--- src/hdl/vsm_pkg.sv ---
// constants for the watch and soft flag register bank
`default_nettype none
package vsm_pkg;
  localparam int ADDR_W = 16;
  localparam logic [15:0] OFS_CTRL  = 16'h1000;
  localparam logic [15:0] OFS_STAT  = 16'h1001;
  localparam logic [15:0] OFS_BASEH = 16'h1002;
  localparam logic [15:0] OFS_BASEL = 16'h1003;
  localparam logic [15:0] OFS_SEMAPHORE_ONE_VALUE  = 16'h1004;
  localparam logic [15:0] OFS_SEMAPHORE_TWO_VALUE  = 16'h1005;
  localparam logic [15:0] OFS_SLOT  = 16'h1006;
  // bit positions inside control (set/clear), lower base (watch enable) and semaphores (msb)
  localparam int B_SET_S1 = 7;
  localparam int B_SET_S0 = 6;
  localparam int B_SET_W1 = 5;
  localparam int B_SET_W0 = 4;
  localparam int B_CLR_S1 = 3;
  localparam int B_CLR_S0 = 2;
  localparam int B_CLR_W1 = 1;
  localparam int B_CLR_W0 = 0;
  localparam int B_WEN    = 3;
  localparam int B_SEM    = 7;
  localparam logic [3:0] WATCH_OFS_ZERO = 4'h1;
  localparam logic [3:0] WATCH_OFS_ONE  = 4'h3;
  localparam logic [7:0] RST_BYTE = 8'h00;
  // flag order inside a 4-bit group: {soft1, soft0, watch1, watch0}
  localparam int F_S1 = 3;
  localparam int F_S0 = 2;
  localparam int F_W1 = 1;
  localparam int F_W0 = 0;
endpackage
`default_nettype wire

--- src/hdl/vsm_sync.sv ---
// two flop synchroniser for a group of pin levels
`timescale 1ns/1ps
`default_nettype none
module vsm_sync #(
  parameter int W = 6
) (
  input  wire logic         mclk_in,
  input  wire logic         rstn_in,
  input  wire logic [W-1:0] d_in,
  output logic      [W-1:0] q_out
);
  typedef struct packed {
    logic [W-1:0] s1;
    logic [W-1:0] s2;
  } vsm_sync_st_t;
  vsm_sync_st_t st_ff;
  vsm_sync_st_t nxt_st;
  initial begin
    if (W < 1) $error("width must be positive");
  end
  always_comb begin
    nxt_st    = st_ff;
    nxt_st.s1 = d_in;
    nxt_st.s2 = st_ff.s1;
  end
  always_ff @(posedge mclk_in) begin
    if (!rstn_in) begin
      st_ff <= '0;
    end else begin
      st_ff <= nxt_st;
    end
  end
  assign q_out = st_ff.s2;
endmodule
`default_nettype wire

--- src/hdl/vsm_regs.sv ---
// byte-wide register bank: soft/watch flags, location watch, semaphores, slot address
`timescale 1ns/1ps
`default_nettype none
//////////////////////////////////////////////////////////////////////////////
module vsm_regs #(
  parameter int SLOT_W = 5
) (
  input  wire logic                         mclk_in,
  input  wire logic                         rstn_in,
  input  wire logic [vsm_pkg::ADDR_W-1:0]   io_addr_in,
  input  wire logic                         io_wr_in,
  input  wire logic                         io_rd_in,
  input  wire logic [7:0]                   io_wdata_in,
  output logic      [7:0]                   io_rdata_out,
  output logic                              io_hit_out,
  input  wire logic                         bus_access_in,
  input  wire logic [15:0]                  bus_addr_in,
  input  wire logic [SLOT_W-1:0]            slot_addr_n_in,
  input  wire logic                         slot_parity_n_in,
  output logic                              irq_one_out,
  output logic                              irq_zero_out
);
  typedef struct packed {
    logic [3:0] flags;
    logic [3:0] enables;
    logic [7:0] base_high;
    logic [3:0] base_low;
    logic       watch_en;
    logic [7:0] sem_one;
    logic [7:0] sem_two;
    logic [7:0] rdata;
  } vsm_state_t;
  vsm_state_t st_ff;
  vsm_state_t nxt_st;
  logic [SLOT_W:0] slot_sync;
  logic [3:0]      set_v;
  logic [3:0]      clr_v;
  logic            hit_zero;
  logic            hit_one;
  logic            base_match;

  initial begin
    if (SLOT_W != 5) $error("slot address width must be 5");
  end

  function automatic logic sel(input logic [15:0] a, input logic [15:0] ofs);
    return a == ofs;
  endfunction

  function automatic logic [7:0] sem_next(input logic [7:0] cur, input logic [7:0] wd);
    // held semaphore refuses a new value with msb set
    if (cur[vsm_pkg::B_SEM] && wd[vsm_pkg::B_SEM]) return cur;
    return wd;
  endfunction

  //////////////////////////////////////////////////////////////////////////////
  vsm_sync #(
    .W (SLOT_W + 1)
  ) u_sync (
    .mclk_in (mclk_in),
    .rstn_in (rstn_in),
    .d_in    ({slot_parity_n_in, slot_addr_n_in}),
    .q_out   (slot_sync)
  );

  //////////////////////////////////////////////////////////////////////////////
  always_comb begin
    base_match = (bus_addr_in[15:8] == st_ff.base_high) && (bus_addr_in[7:4] == st_ff.base_low);
    hit_zero   = bus_access_in && st_ff.watch_en && base_match
                 && (bus_addr_in[3:0] == vsm_pkg::WATCH_OFS_ZERO);
    hit_one    = bus_access_in && st_ff.watch_en && base_match
                 && (bus_addr_in[3:0] == vsm_pkg::WATCH_OFS_ONE);
    set_v = '0;
    clr_v = '0;
    if (io_wr_in && sel(io_addr_in, vsm_pkg::OFS_CTRL)) begin
      set_v = io_wdata_in[vsm_pkg::B_SET_S1:vsm_pkg::B_SET_W0];
      clr_v = io_wdata_in[vsm_pkg::B_CLR_S1:vsm_pkg::B_CLR_W0];
    end
    set_v[vsm_pkg::F_W0] = set_v[vsm_pkg::F_W0] | hit_zero;
    set_v[vsm_pkg::F_W1] = set_v[vsm_pkg::F_W1] | hit_one;
  end

  always_comb begin
    nxt_st = st_ff;
    // set wins over a clear in the same cycle
    nxt_st.flags = (st_ff.flags & ~clr_v) | set_v;
    if (io_wr_in) begin
      if (sel(io_addr_in, vsm_pkg::OFS_STAT)) begin
        nxt_st.enables = io_wdata_in[7:4];
      end
      if (sel(io_addr_in, vsm_pkg::OFS_BASEH)) begin
        nxt_st.base_high = io_wdata_in;
      end
      if (sel(io_addr_in, vsm_pkg::OFS_BASEL)) begin
        nxt_st.base_low = io_wdata_in[7:4];
        nxt_st.watch_en = io_wdata_in[vsm_pkg::B_WEN];
      end
      if (sel(io_addr_in, vsm_pkg::OFS_SEMAPHORE_ONE_VALUE)) begin
        nxt_st.sem_one = sem_next(st_ff.sem_one, io_wdata_in);
      end
      if (sel(io_addr_in, vsm_pkg::OFS_SEMAPHORE_TWO_VALUE)) begin
        nxt_st.sem_two = sem_next(st_ff.sem_two, io_wdata_in);
      end
    end
    nxt_st.rdata = vsm_pkg::RST_BYTE;
    if (io_rd_in) begin
      unique case (1'b1)
        sel(io_addr_in, vsm_pkg::OFS_STAT):  nxt_st.rdata = {st_ff.enables, st_ff.flags};
        sel(io_addr_in, vsm_pkg::OFS_BASEH): nxt_st.rdata = st_ff.base_high;
        sel(io_addr_in, vsm_pkg::OFS_BASEL): nxt_st.rdata = {st_ff.base_low, st_ff.watch_en, 3'h0};
        sel(io_addr_in, vsm_pkg::OFS_SEMAPHORE_ONE_VALUE):  nxt_st.rdata = st_ff.sem_one;
        sel(io_addr_in, vsm_pkg::OFS_SEMAPHORE_TWO_VALUE):  nxt_st.rdata = st_ff.sem_two;
        sel(io_addr_in, vsm_pkg::OFS_SLOT):  nxt_st.rdata = {2'h0, slot_sync};
        default:                             nxt_st.rdata = vsm_pkg::RST_BYTE;
      endcase
    end
  end

  always_ff @(posedge mclk_in) begin
    if (!rstn_in) begin
      st_ff <= '0;
    end else begin
      st_ff <= nxt_st;
    end
  end

  //////////////////////////////////////////////////////////////////////////////
  assign io_rdata_out = st_ff.rdata;
  assign io_hit_out   = (io_addr_in >= vsm_pkg::OFS_CTRL) && (io_addr_in <= vsm_pkg::OFS_SLOT);
  assign irq_one_out  = (st_ff.enables[vsm_pkg::F_S1] & st_ff.flags[vsm_pkg::F_S1])
                      | (st_ff.enables[vsm_pkg::F_W1] & st_ff.flags[vsm_pkg::F_W1]);
  assign irq_zero_out = (st_ff.enables[vsm_pkg::F_S0] & st_ff.flags[vsm_pkg::F_S0])
                      | (st_ff.enables[vsm_pkg::F_W0] & st_ff.flags[vsm_pkg::F_W0]);
endmodule
`default_nettype wire

--- config.mk ---
export PLATFORM = sky130hd
export DESIGN_NAME = vsm_regs
export DESIGN_NICKNAME = d
export VERILOG_FILES = /design/src/hdl/vsm_pkg.sv /design/src/hdl/vsm_sync.sv /design/src/hdl/vsm_regs.sv
export SDC_FILE = /design/constraint.sdc
export NUM_CORES = 1
export LEC_CHECK = 0
export BUFFER_PORTS_ARGS = -buffer_cell sky130_fd_sc_hd__buf_2
export CORE_UTILIZATION = 25
export CTS_CLUSTER_DIAMETER = 80
export DETAILED_ROUTE_END_ITERATION = 10
export PLACE_DENSITY = 0.48
export REMOVE_ABC_BUFFERS = 1
export SYNTH_ARGS = -nofsm -noshare
export SYNTH_HDL_FRONTEND = slang
export SYNTH_SLANG_ARGS = --single-unit
--- constraint.sdc ---
create_clock -name mclk_in -period 2 [get_ports mclk_in]
set_input_delay 0.2 -clock mclk_in [delete_from_list [all_inputs] [get_ports mclk_in]]
set_output_delay 0.2 -clock mclk_in [all_outputs]
set_load 0.005 [all_outputs]
==> qor.log <==
INFO  logic_synthesis synth_async_sr_flop_share=0
INFO  logic_synthesis post-synth-top-area-fraction=0.418
INFO  sta            final.period_utilization=0.786
INFO  cells_and_area design_area=3370µm²
INFO  cells_and_area fillers=1128
INFO  sta            timing.final.hold_violations=0
INFO  logic_synthesis synth.yosys.warnings=0
INFO  sta            achievable-frequency=0.636GHz
INFO  sta            fin_hold_ws=57.6ps
INFO  worst_setup_path sort_of_element_at_the_end_of_the_critical_path=register
INFO  logic_synthesis synth_ff_type=sky130_fd_sc_hd__dfxtp_1
INFO  worst_setup_path slowest_delay=350ps
INFO  clock_tree     post-cts-setup-buffer-count=0
INFO  placed_design  dpl_hpwl=5.81mm
INFO  clock_tree     cts.root.buffer_cell=sky130_fd_sc_hd__clkbuf_8
INFO  drt            drcViolationCount=0
INFO  clock_tree     clock_sinks=57
INFO  worst_hold_path min-delay-path-class=input pin to register
INFO  drt            total_via_count_in_the_routed_design=2162
INFO  floorplan      design.core.area=10500µm²
INFO  logic_synthesis main_combinational_cell_family_by_area_after_synthesis=simple AND/OR/NAND/NOR gates
INFO  run_status     run_status=finished, final reports clean
INFO  worst_setup_path timing.critical_path.cells=buf_2, nor4_2, and3_1, buf_4, and4b_1, mux2i_1, nor2b_1
INFO  global_routing first_global_vias=2220
INFO  sta            finalClockSkew=10.9ps
INFO  worst_setup_path cp.depth=7
INFO  cells_and_area layout-drive-gt1-share=0.317
INFO  worst_setup_path cpLargestDelayFamily=simple AND/OR/NAND/NOR gates
INFO  cells_and_area syn2layout_area_growth=23.3%
INFO  sta            relSlewSlack=0.668
INFO  floorplan      floorplan.initialDensity=0.261
INFO  clock_tree     cts.reportedPaths.clkPinSlew=70ps
INFO  worst_hold_path hold_depth=2
INFO  sta            period_needed=1570ps
INFO  clock_tree     worstSkewPairLatency=340ps
INFO  floorplan      die_w=107µm
INFO  logic_synthesis synth_sequential_area_ratio=0.418
INFO  worst_setup_path worst_setup_path_start_kind=input pin
INFO  floorplan      ioPinCount=62
INFO  sta            setup_violations=0
INFO  clock_tree     cts_inserted_buffers=9
INFO  global_routing grt.overflow.total=0
INFO  logic_synthesis synth_area=2730µm²
INFO  placed_design  routability_congestion=0.796
INFO  logic_synthesis mux_contribution_to_synthesized_area=0.176
INFO  worst_setup_path critical-path-slowest-cell=sky130_fd_sc_hd__and4b_1
INFO  logic_synthesis ys_types=38
INFO  global_routing grt.total_usage=0.144
INFO  logic_synthesis synth_edf_count=0
INFO  logic_synthesis netlist_instances=270
INFO  logic_synthesis ys_top_cells_by_area=sky130_fd_sc_hd__dfxtp_1 (42%), sky130_fd_sc_hd__mux2i_1 (14%), sky130_fd_sc_hd__nor2b_1 (8.2%)
INFO  worst_setup_path critPathRequiredTime=2230ps
INFO  logic_synthesis post-synth-top-area-cell=sky130_fd_sc_hd__dfxtp_1
INFO  drt            vias_per_cell=4.56
INFO  sta            rsz_0062_raised_after_global_routing=false
INFO  logic_synthesis area_share_of_and_or_nand_nor_cells_after_synthesis=0.242
INFO  worst_setup_path path_max_fanout=6
INFO  global_routing first_pass_grt_wire_length=12.0mm
INFO  clock_tree     postCtsHoldBufs=0
INFO  sta            final_max_slew_viol_count=0
INFO  clock_tree     postCtsResizedCells=0
INFO  sta            setup_tns=0ps
INFO  worst_hold_path worst_hold_startpoint=slot_addr_n_in[3]
INFO  worst_setup_path worst_setup_path_startpoint=io_addr_in[5]
INFO  placed_design  placed_area=3180µm²
INFO  worst_setup_path crit_buf_inv=2
INFO  clock_tree     h-tree-depth=3
INFO  logic_synthesis syn-mean-instance-area=10.1µm²
INFO  drt            wire_per_inst=16.3µm
INFO  drt            drt_pre_antenna_iters=5
INFO  logic_synthesis compound_gate_fraction_of_synth_area=0.0774
INFO  drt            ant_nets=0
INFO  sta            timing_worst_slew_pin_value=497ps
INFO  power          max-vdd-ir-drop=0.236mV
INFO  cells_and_area final_nets=385
INFO  logic_synthesis synth_adder_area_share=0
INFO  drt            drt_wl_total=7.72mm
INFO  global_routing antenna_found_initial=0
INFO  flow_run       cap_violations=0
INFO  floorplan      die_y=107µm
INFO  global_routing pin_count_of_the_biggest_net_entering_global_routing=30
INFO  logic_synthesis postSynthRegisterBits=57
INFO  cells_and_area antenna_cells=0
INFO  clock_tree     cts-root-to-sink-buffers=2
INFO  worst_setup_path worst_ep_arrival_time=1800ps
INFO  floorplan      fp.dieArea=11300µm²
INFO  power          static-leakage-power=0.00150µW
INFO  clock_tree     cts_tree=yes
INFO  power          power_per_cell_area=699nW/µm²
INFO  logic_synthesis synth_xor_xnor_area_share=0.0385
INFO  worst_setup_path worst_r2r_startpoint=st_ff[37]$_SDFFE_PN0P_
INFO  worst_setup_path worst-setup-path-type=input pin to register
INFO  placed_design  count_of_buffers_from_port_buffering=61
INFO  drt            drt-initial-drc-count=79
INFO  worst_setup_path reg2regPathDepth=4
INFO  floorplan      num_rows=37
==> cell families (layout without fill, tap and decap cells) <==
group | after synthesis | count (layout)
simple gates | 103 | 103
flops | 57 | 57
mux | 47 | 47
compound gates | 28 | 28
buf+inv | 23 | 91
xor+xnor | 12 | 12
==> synth_stat cells (3+ instances only) <==
| master | number |
|---|---|
| sky130_fd_sc_hd__a21oi_1 | 6 |
| sky130_fd_sc_hd__a222oi_1 | 3 |
| sky130_fd_sc_hd__a22o_1 | 4 |
| sky130_fd_sc_hd__a22oi_1 | 5 |
| sky130_fd_sc_hd__and2_1 | 13 |
| sky130_fd_sc_hd__and3_1 | 5 |
| sky130_fd_sc_hd__buf_2 | 3 |
| sky130_fd_sc_hd__buf_4 | 9 |
| sky130_fd_sc_hd__clkbuf_1 | 8 |
| sky130_fd_sc_hd__dfxtp_1 | 57 |
| sky130_fd_sc_hd__mux2_2 | 8 |
| sky130_fd_sc_hd__mux2i_1 | 39 |
| sky130_fd_sc_hd__nand2_1 | 11 |
| sky130_fd_sc_hd__nand3_1 | 8 |
| sky130_fd_sc_hd__nand4_1 | 4 |
| sky130_fd_sc_hd__nor2_1 | 8 |
| sky130_fd_sc_hd__nor2b_1 | 36 |
| sky130_fd_sc_hd__nor4_1 | 4 |
| sky130_fd_sc_hd__o22a_1 | 3 |
| sky130_fd_sc_hd__o22ai_1 | 3 |
| sky130_fd_sc_hd__xnor2_1 | 12 |
==> state kept, by name, indices dropped and copies added (netlist names) <==
signal and count:
io_rdata_out 8, st_ff 37, u_sync.nxt_st 6, u_sync.q_out 6
==> layer usage <==
metal | vias up | part of all wire | global-route usage
met2 | 63 | 0.48 | 0.241
met5 | - | 0 | 0
met3 | 10 | 0.045 | 0.0264
met1 | 1006 | 0.46 | 0.182
met4 | 0 | 0.014 | 0.0597
li1 | 1083 | - | -
==> path summary, 6_finish.rpt <==
kind / endpoint / slack, ps
max: st_ff[40]$_SDFFE_PN0P_ / 430
min: u_sync.nxt_st[3]$_SDFF_PN0_ / 60
max reg2reg: io_rdata_out[4]$_SDFF_PN0_ / 590
min reg2reg: u_sync.q_out[4]$_SDFF_PN0_ / 430
==> report_power, final <==
group          switching [µW]  leakage, µW  internal [µW]
Sequential               2.36     0.000462           1150
Clock                     467    0.0000909            560
Combinational            95.8     0.000943           83.7
Total                     565      0.00150           1790
==> layout make-up <==
cell class | instances | area [µm²] | area share
inverters | 1 | 3.75 | 0.00111
flip-flops and latches | 57 | 1140 | 0.339
well taps | 136 | 170 | 0.0505
clock buffers | 9 | 124 | 0.0368
multi-input cells | 190 | 1460 | 0.433
clock inverters | 6 | 60.1 | 0.0178
repair buffers | 75 | 410 | 0.122
==> layout by cell type (no fill, tap or decap), types with 9 or more instances in the layout <==
cell type,count
sky130_fd_sc_hd__nor2b_1,36
sky130_fd_sc_hd__clkbuf_8,9
sky130_fd_sc_hd__and2_1,13
sky130_fd_sc_hd__nand2_1,11
sky130_fd_sc_hd__buf_4,14
sky130_fd_sc_hd__buf_2,61
sky130_fd_sc_hd__dfxtp_1,57
sky130_fd_sc_hd__mux2i_1,39
sky130_fd_sc_hd__xnor2_1,12
==> per-stage QoR <==
step           worst slack (ps)  utilization  total power (µW)  instances
2_1_floorplan               342            -              1230        248
3_3_place_gp                121        0.304              1350        459
3_5_place_dp               87.1        0.304              1360        459
4_1_cts                     438        0.322              2390        474
5_1_grt                     298        0.322              2450        474
6_report                    429        0.322              2350        474
No activity file was read; power rests on OpenSTA's default activity.
